==> config.mk <==
export PLATFORM = sky130hd
export DESIGN_NAME = bcr_regs
export DESIGN_NICKNAME = d
export VERILOG_FILES = /design/src/core/bcr_pkg.sv /design/src/core/bcr_pin_filter.sv /design/src/core/bcr_regs.sv
export SDC_FILE = /design/constraint.sdc
export NUM_CORES = 1
export LEC_CHECK = 0
export BUFFER_PORTS_ARGS = -buffer_cell sky130_fd_sc_hd__buf_2
export CORE_ASPECT_RATIO = 0.8
export CORE_MARGIN = 2
export CORE_UTILIZATION = 54
export DETAILED_ROUTE_END_ITERATION = 8
export HOLD_SLACK_MARGIN = 0.03
export PLACE_DENSITY = 0.93
export SLEW_MARGIN = 20
export SYNTH_ARGS = -nofsm -noshare
export SYNTH_HDL_FRONTEND = slang
export SYNTH_SLANG_ARGS = --single-unit
==> constraint.sdc <==
create_clock -name clk_i -period 7.2 [get_ports clk_i]
set_clock_uncertainty 0.15 [all_clocks]
set_input_delay 0.72 -clock clk_i [delete_from_list [all_inputs] [get_ports clk_i]]
set_output_delay 0.72 -clock clk_i [all_outputs]
set_load 0.005 [all_outputs]
==> src/core/bcr_pkg.sv <==
// constants and types shared by the configuration register bank
package bcr_pkg;

  // clock and timing
  localparam int unsigned CLK_PERIOD_NS  = 10;
  localparam int unsigned WDOG_UNIT_MS   = 2;
  localparam int unsigned WDOG_UNIT_CYC  = WDOG_UNIT_MS * 1000000 / CLK_PERIOD_NS;
  localparam int unsigned HOLD_UNIT_NS   = 40;
  localparam int unsigned HOLD_UNIT_CYC  = (HOLD_UNIT_NS + CLK_PERIOD_NS - 1) / CLK_PERIOD_NS;
  localparam int unsigned GLITCH_UNIT_NS = 5;

  // widths
  localparam int unsigned ADR_W   = 8;
  localparam int unsigned CNT_W   = 6;
  localparam int unsigned PRESC_W = 18;

  // register indices; byte address is four times the index
  localparam logic [5:0] REG_SELFTEST_IDX = 6'h14;
  localparam logic [5:0] REG_VSEL_IDX     = 6'h15;
  localparam logic [5:0] REG_WDOG_IDX     = 6'h16;
  localparam logic [5:0] REG_CBUS_IDX     = 6'h17;

  // reset values
  localparam logic [7:0] SELFTEST_RST = 8'h00;
  localparam logic [7:0] VSEL_RST     = 8'h01;
  localparam logic [7:0] WDOG_RST     = 8'hFE;
  localparam logic [7:0] CBUS_RST     = 8'h1E;

  // voltage select write keys
  localparam logic [7:0] VSEL_KEY_SET = 8'hB5;
  localparam logic [7:0] VSEL_KEY_CLR = 8'hB6;

  // field positions
  localparam int unsigned ST_EN_BIT     = 0;
  localparam int unsigned ST_SRC_LSB    = 1;
  localparam logic [7:0]  ST_WR_MASK    = 8'h07;
  localparam int unsigned WD_DIS_BIT    = 0;
  localparam int unsigned WD_TO_LSB     = 1;
  localparam int unsigned CB_PASS_BIT   = 7;
  localparam int unsigned CB_HOLD_LSB   = 4;
  localparam int unsigned CB_DEPTH_LSB  = 0;

  // oscillator source codes
  localparam logic [1:0] SRC_CODE_00 = 2'h0;
  localparam logic [1:0] SRC_CODE_01 = 2'h1;
  localparam logic [1:0] SRC_CODE_10 = 2'h2;
  localparam logic [1:0] SRC_CODE_11 = 2'h3;

  // strap settle cycles after reset release
  localparam logic [1:0] STRAP_SETTLE = 2'h3;

  // selected clock sources
  typedef enum logic [2:0] {
    BCR_SRC_VIDEO,
    BCR_SRC_EXT_PIXEL,
    BCR_SRC_OSC25,
    BCR_SRC_OSC33,
    BCR_SRC_OSC50,
    BCR_SRC_OSC100
  } bcr_clk_src_t;

endpackage

==> src/core/bcr_pin_filter.sv <==
// glitch filter and hold delay for one control bus input pin
`timescale 1ns/1ps
`default_nettype none
module bcr_pin_filter
  import bcr_pkg::*;
(
  // clock and reset
  input  wire logic                      clk_i,
  input  wire logic                      rst_i,
  // pin and filtered level
  input  wire logic                      pin_i,
  input  wire logic [bcr_pkg::CNT_W-1:0] need_i,
  output logic                           level_o
);

  typedef struct packed {
    logic             s1;
    logic             s2;
    logic             s3;
    logic             lvl;
    logic [CNT_W-1:0] cnt;
  } bcr_flt_t;

  bcr_flt_t q;
  bcr_flt_t d;

  // accept a new level once it stood for need_i agreeing cycles
  always_comb
  begin
    d    = q;
    d.s1 = pin_i;
    d.s2 = q.s1;
    d.s3 = q.s2;
    if (q.s2 == q.s3 && q.s3 != q.lvl)
    begin
      if (q.cnt >= need_i)
      begin
        d.lvl = q.s3;
        d.cnt = '0;
      end
      else
      begin
        d.cnt = CNT_W'(q.cnt + 1'b1);
      end
    end
    else
    begin
      d.cnt = '0;  // glitch rejected, restart
    end
  end

  // state register, idle bus level is high
  always_ff @(posedge clk_i)
  begin
    if (rst_i)
      q <= '{s1: 1'b1, s2: 1'b1, s3: 1'b1, lvl: 1'b1, cnt: '0};
    else
      q <= d;
  end

  assign level_o = q.lvl;
endmodule
`default_nettype wire

==> src/core/bcr_regs.sv <==
// self-test clock, bus voltage, watchdog and control bus configuration registers
`timescale 1ns/1ps
`default_nettype none
// Summary of operation
// - oscillator override: codes pick 50/50/100/25 MHz
// - self-test enable: 00 pixel, 01 33, 1x 100
// - strap low gives 3.3V, high 1.8V
// - digital reset forces 3.3V selection
// - voltage read: 0 is 1.8V, 1 is 3.3V
// - key 0xB5 sets, 0xB6 clears selection
// - watchdog terminates overlong channel transactions
// - timeout is field times 2 ms
// - watchdog runs while disable bit is zero
// - default: forward only remote deserializer/target IDs
// - forward-all: forward every non-own target address
// - SDA hold time in 40 ns units
// - glitch rejection width in 5 ns units
module bcr_regs
  import bcr_pkg::*;
#(
  parameter int unsigned WDOG_UNIT_CYC = bcr_pkg::WDOG_UNIT_CYC
)
(
  // clock and reset
  input  wire logic                      clk_i,
  input  wire logic                      rst_i,
  // wishbone slave
  input  wire logic                      cyc_i,
  input  wire logic                      stb_i,
  input  wire logic                      we_i,
  input  wire logic [bcr_pkg::ADR_W-1:0] adr_i,
  input  wire logic [3:0]                sel_i,
  input  wire logic [31:0]               dat_i,
  output logic      [31:0]               dat_o,
  output logic                           ack_o,
  // strap and device state
  input  wire logic                      vsel_strap_i,
  input  wire logic                      digital_reset_i,
  input  wire logic                      video_clk_present_i,
  input  wire logic                      osc_override_i,
  // clock source selection
  output bcr_pkg::bcr_clk_src_t          frame_clk_src_o,
  output bcr_pkg::bcr_clk_src_t          test_clk_src_o,
  output logic                           selftest_en_o,
  output logic                           bus_voltage_select_o,
  // bidir_control_channel watchdog
  input  wire logic                      xact_start_i,
  input  wire logic                      xact_done_i,
  output logic                           xact_abort_o,
  // pass-through forwarding
  input  wire logic                      target_valid_i,
  input  wire logic [6:0]                target_addr_i,
  input  wire logic [6:0]                own_id_i,
  input  wire logic [6:0]                remote_deser_id_i,
  input  wire logic [6:0]                remote_target_id_i,
  output logic                           fwd_valid_o,
  output logic                           fwd_o,
  // control bus pins, filtered
  input  wire logic                      scl_i,
  input  wire logic                      sda_i,
  output logic                           scl_filt_o,
  output logic                           sda_filt_o
);

  import bcr_pkg::*;

  typedef struct packed {
    logic               ack;
    logic [31:0]        dat;
    logic [7:0]         st;
    logic               vsel;
    logic [7:0]         wd;
    logic [7:0]         cb;
    logic               s1;
    logic               s2;
    logic               s3;
    logic               strap_done;
    logic [1:0]         strap_wait;
    bcr_clk_src_t       frame_src;
    bcr_clk_src_t       test_src;
    logic               wd_active;
    logic [PRESC_W-1:0] wd_presc;
    logic [6:0]         wd_units;
    logic               abort;
    logic               fwd_valid;
    logic               fwd;
  } bcr_state_t;

  bcr_state_t       q;
  bcr_state_t       d;
  logic             req;
  logic             strap_take;
  logic [7:0]       rd_byte;
  logic [CNT_W-1:0] glitch_cyc;
  logic [CNT_W-1:0] hold_cyc;
  logic [CNT_W-1:0] need [2];
  logic [1:0]       pins;
  logic [1:0]       filt;

  assign req = cyc_i & stb_i & ~q.ack;

  // next state of the whole register bank
  always_comb
  begin
    d            = q;
    d.ack        = 1'b0;
    d.abort      = 1'b0;
    d.fwd_valid  = 1'b0;
    strap_take   = 1'b0;
    rd_byte      = 8'h00;
    // strap synchroniser
    d.s1 = vsel_strap_i;
    d.s2 = q.s1;
    d.s3 = q.s2;
    // strap capture once settled after reset release
    if (!q.strap_done)
    begin
      if (q.strap_wait == STRAP_SETTLE && q.s2 == q.s3)
      begin
        strap_take   = 1'b1;
        d.vsel       = ~q.s3;
        d.strap_done = 1'b1;
      end
      else if (q.strap_wait != STRAP_SETTLE)
      begin
        d.strap_wait = 2'(q.strap_wait + 1'b1);
      end
    end
    // wishbone read and write, one cycle answer
    if (req)
    begin
      d.ack = 1'b1;
      case (adr_i[7:2])
        REG_SELFTEST_IDX: rd_byte = q.st & ST_WR_MASK;
        REG_VSEL_IDX:     rd_byte = {7'h00, q.vsel};
        REG_WDOG_IDX:     rd_byte = q.wd;
        REG_CBUS_IDX:     rd_byte = q.cb;
        default:          rd_byte = 8'h00;
      endcase
      d.dat = {24'h000000, rd_byte};
      if (we_i && sel_i[0])
      begin
        case (adr_i[7:2])
          REG_SELFTEST_IDX: d.st = dat_i[7:0] & ST_WR_MASK;
          REG_VSEL_IDX:
          begin
            if (dat_i[7:0] == VSEL_KEY_SET)
              d.vsel = 1'b1;
            else if (dat_i[7:0] == VSEL_KEY_CLR)
              d.vsel = 1'b0;
            else
              d.vsel = d.vsel;  // other values ignored
          end
          REG_WDOG_IDX:     d.wd = dat_i[7:0];
          REG_CBUS_IDX:     d.cb = dat_i[7:0];
          default:          d.st = d.st;
        endcase
      end
    end
    // digital reset wins over strap and keys
    if (digital_reset_i)
    begin
      d.vsel       = 1'b1;
      d.strap_done = 1'b1;
    end
    // frame oscillator choice
    d.frame_src = BCR_SRC_VIDEO;
    if (!q.st[ST_EN_BIT] && !video_clk_present_i && osc_override_i)
    begin
      case (q.st[ST_SRC_LSB +: 2])
        SRC_CODE_10: d.frame_src = BCR_SRC_OSC100;
        SRC_CODE_11: d.frame_src = BCR_SRC_OSC25;
        default:     d.frame_src = BCR_SRC_OSC50;
      endcase
    end
    // self-test clock choice
    d.test_src = BCR_SRC_VIDEO;
    if (q.st[ST_EN_BIT])
    begin
      case (q.st[ST_SRC_LSB +: 2])
        SRC_CODE_00: d.test_src = BCR_SRC_EXT_PIXEL;
        SRC_CODE_01: d.test_src = BCR_SRC_OSC33;
        default:     d.test_src = BCR_SRC_OSC100;
      endcase
    end
    // transaction watchdog
    if (q.wd[WD_DIS_BIT])
    begin
      d.wd_active = 1'b0;
    end
    else if (xact_start_i)
    begin
      d.wd_active = 1'b1;
      d.wd_presc  = '0;
      d.wd_units  = '0;
    end
    else if (xact_done_i)
    begin
      d.wd_active = 1'b0;
    end
    else if (q.wd_active)
    begin
      if (q.wd_presc == PRESC_W'(WDOG_UNIT_CYC - 1))
      begin
        d.wd_presc = '0;
        d.wd_units = 7'(q.wd_units + 1'b1);
        if (8'(q.wd_units) + 8'h01 >= {1'b0, q.wd[WD_TO_LSB +: 7]})
        begin
          d.abort     = 1'b1;
          d.wd_active = 1'b0;
        end
      end
      else
      begin
        d.wd_presc = PRESC_W'(q.wd_presc + 1'b1);
      end
    end
    // pass-through forwarding decision
    if (target_valid_i)
    begin
      d.fwd_valid = 1'b1;
      if (q.cb[CB_PASS_BIT])
        d.fwd = (target_addr_i != own_id_i);
      else
        d.fwd = (target_addr_i == remote_deser_id_i) || (target_addr_i == remote_target_id_i);
    end
  end

  // state register
  always_ff @(posedge clk_i)
  begin
    if (rst_i)
    begin
      q            <= '0;
      q.st         <= SELFTEST_RST;
      q.vsel       <= VSEL_RST[0];
      q.wd         <= WDOG_RST;
      q.cb         <= CBUS_RST;
      q.s1         <= 1'b0;
      q.frame_src  <= BCR_SRC_VIDEO;
      q.test_src   <= BCR_SRC_VIDEO;
    end
    else
    begin
      q <= d;
    end
  end

  // filter depths in cycles for scl (0) and sda (1)
  assign glitch_cyc = CNT_W'((32'(q.cb[CB_DEPTH_LSB +: 4]) * GLITCH_UNIT_NS + CLK_PERIOD_NS - 1) / CLK_PERIOD_NS);
  assign hold_cyc   = CNT_W'(32'(q.cb[CB_HOLD_LSB +: 3]) * HOLD_UNIT_CYC);
  assign need[0]    = glitch_cyc;
  assign need[1]    = CNT_W'(glitch_cyc + hold_cyc);
  assign pins       = {sda_i, scl_i};

  // one filter per control bus pin
  for (genvar g = 0; g < 2; g++)
  begin : g_pin
    bcr_pin_filter u_flt (
      .clk_i   (clk_i),
      .rst_i   (rst_i),
      .pin_i   (pins[g]),
      .need_i  (need[g]),
      .level_o (filt[g])
    );
  end

  // outputs
  assign ack_o                = q.ack;
  assign dat_o                = q.dat;
  assign frame_clk_src_o      = q.frame_src;
  assign test_clk_src_o       = q.test_src;
  assign selftest_en_o        = q.st[ST_EN_BIT];
  assign bus_voltage_select_o = q.vsel;
  assign xact_abort_o         = q.abort;
  assign fwd_valid_o          = q.fwd_valid;
  assign fwd_o                = q.fwd;
  assign scl_filt_o           = filt[0];
  assign sda_filt_o           = filt[1];
endmodule
`default_nettype wire

==> results.yml, run 1 <==
sta:
  setup_tns_ns: 0
  worst-slew-pin-transition_ns: 0.698
  setup_viol: 0
  grt_setup_unrepaired: "false"
  relSlewSlack_pct: 53.2
  final.min_clock_period_ns: 5.86
  whs_ns: 0.264
  hold_violations: 0
  postLayoutSetupSlackWorst_ns: 1.34
  max_freq_mhz: 171
  post-route-period-util_pct: 81.4
  slew_violations: 0
clocking:
  ctsResizeCount: 0
  cts_tree: "yes"
  clk_latency_ns: 0.34
  hold_buffers: 0
  cts_setup_buffers: 0
  cts_root_buffer: "clkbuf_16"
  cts_buffers: 9
  htreeDepth: 3
  clkSlewWorstSetupHoldPaths_ns: 0.06
  cts_buffer_depth: 2
  clock_sinks: 90
global_route:
  grt_pass1_vias: 4447
  grt_max_degree: 62
  grt_first_pass_wirelength_mm: 19.1
  grt_overflow_total: 0
  grt_use_total_pct: 22.0
  antenna_found_initial: 0
logic_synthesis:
  yosysTopAreaCell: "dfxtp_1"
  synth_cell_types: 68
  synth_area_leaders: "dfxtp_1 (34%), ha_1 (7.3%), nor2_1 (6.6%)"
  avgSynthCellArea_sq_um: 8.53
  yosysSeqAreaShare_pct: 33.9
  synth_warnings: 0
  ys.flop_type: "dfxtp_1"
  synthCells: 622
  ys_ff_latch: 90
  synth_edf_count: 0
  synth_top_area_share_pct: 33.9
  netlist_area_sq_um: 5310
  synthArstFlopShare_pct: 0
floorplan:
  initial_core_util_pct: 55.2
  core-area_sq_um: 9610
  row_count: 32
  io_pins: 132
  dieWidth_um: 115
  die_area_sq_um: 10600
  chipHeight_um: 92.7
placed_design:
  gp_congestion: 0.958
  dp.cells: 785
  dp_hpwl_mm: 8.81
  io_buffers: 78
  dp_slack_ns: 1.48
  placed_area_sq_um: 5540
drt:
  vias: 4457
  route.detailed.drc: 0
  routed_via_density: 5.58
  wl_mm: 11.8
  final_antenna_net_count: 0
  dr.pass1.iters: 5
  drtIter0Drc: 238
  routedWlPerCell_um: 14.7
pwr:
  leakage_nw: 2.67
  total_power_mw: 1.01
  ir_drop_v: 0.000113
  power_density_nw_per_um2: 174
critical_path:
  path_cells: "inv_1 -> fa_1 -> and3_1 -> xor2_1 -> nor2_4 -> inv_1 -> ha_1 -> nor2b_1 -> nand3_1 -> o221ai_1 -> o21ai_0 -> a211oi_1 -> a211o_1 -> ha_1 -> nand2b_1 -> a21o_1 -> a21o_1 -> a2111oi_1 -> nand2_1 -> nor2_1"
  worstSetupEndpointType: "register"
  slowest_delay_ns: 0.79
  cp_max_fo: 9
  start_kind: "register"
  crit_start: "q[42]"
  worstSetupPathType: "reg2reg"
  critPathSlowestCell: "fa_1"
  r2r_start: "q[42]"
  cp.arrival_ns: 5.98
  critPathRequiredTime_ns: 7.33
  rr_worst_depth: 20
layout:
  postLayoutCellArea_sq_um: 5810
  layout-drive-gt1-share_pct: 17.2
  final_cells: 799
  final_nets: 796
  diodes: 0
  final_util_pct: 60.5
  area_growth_pct: 9.50
  fillers: 784
worst_hold_path:
  worstHoldStart: "g_pin[1].u_flt.d[8]"
  hp-class: "reg2reg"
  min_path_cells: 1
run_status:
  outcome: "finished, final reports clean"
job:
  drv_cap: 0
## sequential cells by signal (all words and copies together), names as in the netlist, 2 cells and up
register,flops
d,2
dat_o,8
frame_clk_src_o,3
g_pin.u_flt.d,4
g_pin.u_flt.level_o,2
g_pin.u_flt.q,14
q,48
test_clk_src_o,3
## path summary, 6_finish.rpt
check	slack [ns]	to
hold / removal	0.26	g_pin[1].u_flt.d[7]
setup / recovery	1.34	g_pin[0].u_flt.q[4]
setup reg to reg	1.34	g_pin[0].u_flt.q[4]
hold reg to reg	0.26	g_pin[1].u_flt.d[7]
## synthesized netlist by cell type, drive strengths merged, types with 4 or more instances
master,n
a211o,12
a22oi,12
buf,48
a21oi,28
and2,4
nand2b,9
nor4,6
or2,6
nor2,96
nand2,37
nand3,20
nand4,5
inv,25
a31oi,4
nor2b,11
xor2,36
mux2i,9
dfxtp,90
nor3,5
o22ai,5
and3,11
ha,31
clkbuf,11
o21ai,26
xnor2,22
a21o,11
nand3b,5
## critical path: cells and delay by family, from the launching register on
family	cells	cell delay [ns]
buf+inv	2	0.20
compound gates	7	1.84
flops	1	0.42
simple gates	7	1.40
xor+xnor	1	0.45
fa+ha+maj	3	1.32
## cell type report
class | count | area (sq um) | share of cell area, %
Tap cell | 119 | 149 | 2.56
Inverter | 25 | 93.8 | 1.61
Sequential cell | 90 | 1800 | 31.0
Multi-Input combinational cell | 472 | 3100 | 53.3
Clock inverter | 4 | 30.0 | 0.517
Timing Repair Buffer | 79 | 398 | 6.85
Clock buffer | 10 | 239 | 4.11
## cell families after synthesis
logic type | Yosys count | share of synthesized area (%)
fa+ha+maj | 33 | 8.06
mux | 11 | 2.33
compound gates | 116 | 14.9
simple gates | 229 | 21.4
flops | 90 | 33.9
buf+inv | 84 | 9.34
other cells | 1 | 0.0707
xor+xnor | 58 | 10.0
## layout by cell type (no fill, tap or decap), drive strengths merged, types with 10 or more instances in the layout
master	count
ha	31
a211o	12
xor2	36
nor2	96
conb	25
a21o	11
inv	25
a22oi	12
dfxtp	90
buf	79
and3	11
o21ai	26
nand3	20
nand2	37
xnor2	22
a21oi	28
nor2b	11
clkbuf	10
## power breakdown
| part | leakage [nW] | switching [mW] | internal (mW) | total (mW) |
|---|---|---|---|---|
| Sequential | 0.729 | 0.00441 | 0.505 | 0.509 |
| Combinational | 1.81 | 0.0414 | 0.0313 | 0.0727 |
| Clock | 0.130 | 0.191 | 0.240 | 0.431 |
## layer usage
layer	track usage (%)	wire length [um]	vias to the layer above
li1	-	-	2189
met1	24.2	4810	2072
met2	40.8	6010	172
met3	5.17	733	24
met4	8.43	215	0
met5	0	0	-
Note: power is estimated with default switching activity, not from simulation.
==> inputs of run 2 (changes only) <==
- ABC_AREA: unset -> 1
- clock period: 7.2 -> 6.07 ns (I/O delays scaled with it)
==> run 2 against run 1 <==
Compared with the run above: synthesized cell count rose by 14%; setup slack got worse by 0.27 ns; flip-flop and latch count did not move; core utilization rose by 1.1 points; non-clock buffer count did not move; total power rose by 24%; critical endpoint is now g_pin[1].u_flt.q[3]; largest cell class unchanged; final cell count rose by 12%; clock power rose by 31%; via count rose by 6.0%; combinational power rose by 25%; critical path type unchanged; critical path depth rose by 10; fmax rose by 17%.
==> results.yml, run 2 <==
pwr:
  leakage_nw: 2.78
  total_power_mw: 1.26
  power_density_nw_per_um2: 213
  ir_drop_v: 0.000178
floorplan:
  initial_core_util_pct: 55.3
  core-area_sq_um: 9610
  io_pins: 132
  dieWidth_um: 115
  chipHeight_um: 92.7
  row_count: 32
  die_area_sq_um: 10600
drt:
  highest_layer: "met4"
  route.detailed.drc: 0
  routed_via_density: 5.28
  routedWlPerCell_um: 12.5
  vias: 4724
  final_antenna_net_count: 0
  dr.pass1.iters: 7
  drtIter0Drc: 316
  wl_met1_mm: 4.90
  wl_mm: 11.2
  routed-wl-met2_mm: 5.27
  met3_length_um: 779
critical_path:
  worstSetupPathType: "reg2reg"
  cp_max_fo: 6
  crit_buf_inv: 2
  start_kind: "register"
  cp.arrival_ns: 5.11
  cp_top_family: "simple AND/OR/NAND/NOR gates"
  critPathSlowestCell: "dfxtp_1"
  critPathRequiredTime_ns: 6.19
  slowest_delay_ns: 0.37
  worstSetupEndpointType: "register"
logic_synthesis:
  yosysTopAreaCell: "dfxtp_1"
  synth_warnings: 0
  yosys-top-cells-count: "inv_1 (98), nand2_1 (94), dfxtp_1 (90)"
  ys.flop_type: "dfxtp_1"
  ys_ff_latch: 90
  synthMostInstantiatedCell: "inv_1"
  synthCells: 706
  synth_top_area_share_pct: 33.9
  yosysSeqAreaShare_pct: 33.9
  netlist_area_sq_um: 5310
  synth_cell_types: 42
  synth_area_leaders: "dfxtp_1 (34%), ha_1 (7.3%), inv_1 (6.9%)"
  synth_edf_count: 0
  synthArstFlopShare_pct: 0
  avgSynthCellArea_sq_um: 7.52
sta:
  slew_violations: 0
  relSlewSlack_pct: 35.8
  post-route-period-util_pct: 82.3
  worst-slew-pin-transition_ns: 0.959
  grt_setup_unrepaired: "false"
  final.min_clock_period_ns: 5.00
  setup_tns_ns: 0
  max_freq_mhz: 200
  hold_violations: 0
  setup_viol: 0
job:
  drv_cap: 0
clocking:
  cts_root_buffer: "clkbuf_16"
  cts_tree: "yes"
  clock_sinks: 90
  hold_buffers: 0
  clk_latency_ns: 0.34
  ctsResizeCount: 0
  cts_setup_buffers: 0
  cts_buffers: 9
  htreeDepth: 3
  cts_buffer_depth: 2
  clkSlewWorstSetupHoldPaths_ns: 0.06
layout:
  final_nets: 891
  mostFrequentLayoutCells: "inv_1 (98), nand2_1 (94), dfxtp_1 (90)"
  area_growth_pct: 11.5
  regMostFlops: "q"
  final_common_cell: "inv_1"
  layout-drive-gt1-share_pct: 17.8
  diodes: 0
  final_cells: 895
  largest_reg_flops: 48
  final_util_pct: 61.6
  postLayoutCellArea_sq_um: 5920
placed_design:
  io_buffers: 78
  dp_hpwl_mm: 8.38
  placed_area_sq_um: 5620
  gp_congestion: 0.877
  dp.cells: 880
global_route:
  grt_first_pass_wirelength_mm: 18.8
  antenna_found_initial: 0
  grt_overflow_total: 0
  grt_max_degree: 36
  grt_pass1_vias: 4410
  grt_use_total_pct: 21.7
worst_hold_path:
  hp-class: "reg2reg"
run_status:
  outcome: "finished, final reports clean"
run 2: final timing paths:
| path | start | to | slack (ns) | cells past startpoint |
|---|---|---|---|---|
| max | q[41] | g_pin[1].u_flt.q[3] | 1.07 | 30 |
| max reg2reg | q[41] | g_pin[1].u_flt.q[3] | 1.07 | 30 |
| min reg2reg | d[39] | d[38] | 0.25 | 2 |
| min | d[39] | d[38] | 0.25 | 2 |
run 2: stage by stage:
step,worst slack (ns),hold WS (ns)
6_report,1.07,0.252
5_1_grt,0.609,0.267
4_1_cts,1.06,0.252
3_5_place_dp,1.14,0.243
3_3_place_gp,1.29,0.242
2_1_floorplan,1.65,0.238
run 2: routing by layer:
layer	GRT usage [%]	vias to the layer above
met2	36.9	177
met4	9.54	0
met5	0	-
met1	26.6	2134
met3	4.12	26
li1	-	2387
run 2: cell families (layout without fill, tap and decap cells):
logic type	count (synthesis)	in the layout	share of synthesized area, %
flip-flops	90	90	33.9
buffers and inverters	154	200	13.7
other	1	25	0.0706
XOR/XNOR	34	34	5.61
AND/OR/NAND/NOR	282	282	25.9
adder cells (fa/ha/maj)	33	33	8.06
AO/OA/AOI/OAI	112	112	12.7
run 2: tightest hold or removal path, cell delays in order, from the launching register on:
cell and delay, ns:
dfxtp_1 0.30, inv_1 0.04, nor2_1 0.03
run 2: power breakdown:
part / switching, mW / internal, mW
clock network: 0.234 / 0.331
logic: 0.0546 / 0.0361
registers: 0.00445 / 0.599
total: 0.293 / 0.966
run 2: final cells by class:
class                           count  area, sq um
Tap cell                          119          149
Inverter                          106          398
Sequential cell                    90         1800
Multi-Input combinational cell    486         2870
Clock buffer                       10          239
Fill cell                         818         3690
Clock inverter                      5         63.8
Timing Repair Buffer               79          398
==> inputs of run 3 (changes only) <==
- ABC_AREA: 1 -> 0
- clock period: 6.07 -> 4.95 ns (I/O delays scaled with it)
==> run 3 against run 2 <==
Compared with the run above: via count down 1.5%; global-route usage up 1.8 points; core utilization up 2.7 points.
==> results.yml, run 3 (synthesized netlist as in run 1, its figures left out) <==
sta:
  post-route-period-util_pct: 96.7
  setup_viol: 0
  grt_setup_unrepaired: "false"
  worst-slew-pin-transition_ns: 0.677
  final.min_clock_period_ns: 4.79
  max_freq_mhz: 209
  hold_violations: 0
  setup_tns_ns: 0
  slew_violations: 0
  whs_ns: 0.173
  relSlewSlack_pct: 54.6
  postLayoutSetupSlackWorst_ns: 0.165
layout:
  largest_reg_flops: 48
  fillers: 757
  layout-drive-gt1-share_pct: 22.3
  area_growth_pct: 16.4
  postLayoutCellArea_sq_um: 6180
  regMostFlops: "q"
  final_nets: 817
  mostFrequentLayoutCells: "nor2_1 (92), dfxtp_1 (88), buf_2 (78)"
  final_cells: 822
  final_util_pct: 64.3
  diodes: 0
  final_common_cell: "nor2_1"
placed_design:
  dp.cells: 799
  placed_area_sq_um: 5650
  dp_slack_ns: -0.0785
  io_buffers: 78
  dp_hpwl_mm: 8.99
  gp_congestion: 0.908
pwr:
  leakage_nw: 2.82
  power_density_nw_per_um2: 262
  ir_drop_v: 0.000176
  total_power_mw: 1.62
drt:
  dr.pass1.iters: 6
  final_antenna_net_count: 0
  wl_mm: 12.5
  routedWlPerCell_um: 15.3
  drtIter0Drc: 233
  vias: 4655
  routed_via_density: 5.66
  route.detailed.drc: 0
floorplan:
  chipHeight_um: 92.7
  core-area_sq_um: 9610
  initial_core_util_pct: 55.2
  dieWidth_um: 115
  row_count: 32
  io_pins: 132
  die_area_sq_um: 10600
worst_hold_path:
  worstHoldEndpoint: "g_pin[1].u_flt.d[8]"
  worstHoldStart: "sda_i"
  min_path_cells: 2
  hp-class: "in2reg"
clocking:
  clk_latency_ns: 0.35
  cts_buffer_depth: 2
  cts_root_buffer: "clkbuf_16"
  clkSlewWorstSetupHoldPaths_ns: 0.07
  cts_buffers: 9
  hold_buffers: 0
  htreeDepth: 3
  clock_sinks: 90
  cts_tree: "yes"
critical_path:
  start_kind: "register"
  worstSetupPathType: "reg2reg"
  rrSetupSlack_ns: 0.16
  cp_max_fo: 4
  worstSetupEndpointType: "register"
  timing.rr.end: "g_pin[1].u_flt.level_o"
  crit_start: "q[41]"
  rr_worst_depth: 23
  critPathRequiredTime_ns: 5.08
  r2r_start: "q[41]"
  cp.arrival_ns: 4.91
global_route:
  grt_overflow_total: 0
  grt_first_pass_wirelength_mm: 19.9
  grt_pass1_vias: 4412
  grt_max_degree: 62
  grt_use_total_pct: 23.5
  antenna_found_initial: 1
job:
  drv_cap: 0
run_status:
  outcome: "finished, final reports clean"
-- run 3: layer usage --
metal / track usage (%) / part of all wire [%] / vias to the layer above
met5: 0 / 0.13 / -
met4: 11.3 / 3.6 / 2
met3: 5.10 / 5.7 / 48
met2: 42.4 / 51 / 201
met1: 26.0 / 40 / 2173
li1: - / - / 2231
-- run 3: worst max-delay path by stage --
stage,endpoint,slack (ns),cells after the start
after floorplan,g_pin[1].u_flt.level_o,0.005,24
after global placement,g_pin[1].u_flt.q[5],0.11,23
after detailed placement,g_pin[0].u_flt.level_o,-0.08,22
after CTS,g_pin[1].u_flt.level_o,0.02,24
after global routing,g_pin[1].u_flt.level_o,0.002,24
final,g_pin[1].u_flt.level_o,0.16,23
-- run 3: critical path, cell delays in order (launching register included) --
cell,delay [ns]
dfxtp_4,0.37
ha_4,0.16
fa_2,0.40
ha_4,0.30
a31oi_4,0.09
xor2_2,0.18
nor2_4,0.11
inv_2,0.05
ha_4,0.27
nand2b_4,0.14
buf_4,0.12
nor2_1,0.06
o311ai_1,0.27
a31oi_1,0.14
a211o_1,0.31
ha_1,0.30
nand2b_4,0.13
a21o_1,0.17
a21o_1,0.15
a21o_1,0.16
a21o_1,0.19
a21oi_4,0.22
o21ai_1,0.10
a22oi_1,0.17
-- run 3: cell type report --
type	instances	area (sq um)	area share, %
multi-input combinational	472	3230	52.2
sequential	90	1810	29.2
timing repair buffer	100	567	9.18
clock buffer	10	239	3.87
tap	119	149	2.41
clock inverter	6	95.1	1.54
inverter	25	93.8	1.52
-- run 3: where the power goes --
group	total, mW	switching [mW]	internal (mW)
Sequential	0.741	0.00692	0.734
Clock	0.770	0.309	0.462
Combinational	0.109	0.0617	0.0478
Total	1.62	0.377	1.24
-- run 3: what timing repair did --
| action | CTS | global route |
|---|---|---|
| resized for setup | 7 | 22 |
| setup endpoints to repair | 11 | 13 |
| pin swaps | 1 | 18 |
| setup buffers | 0 | 7 |
| endpoints found under the hold margin | 0 | 0 |
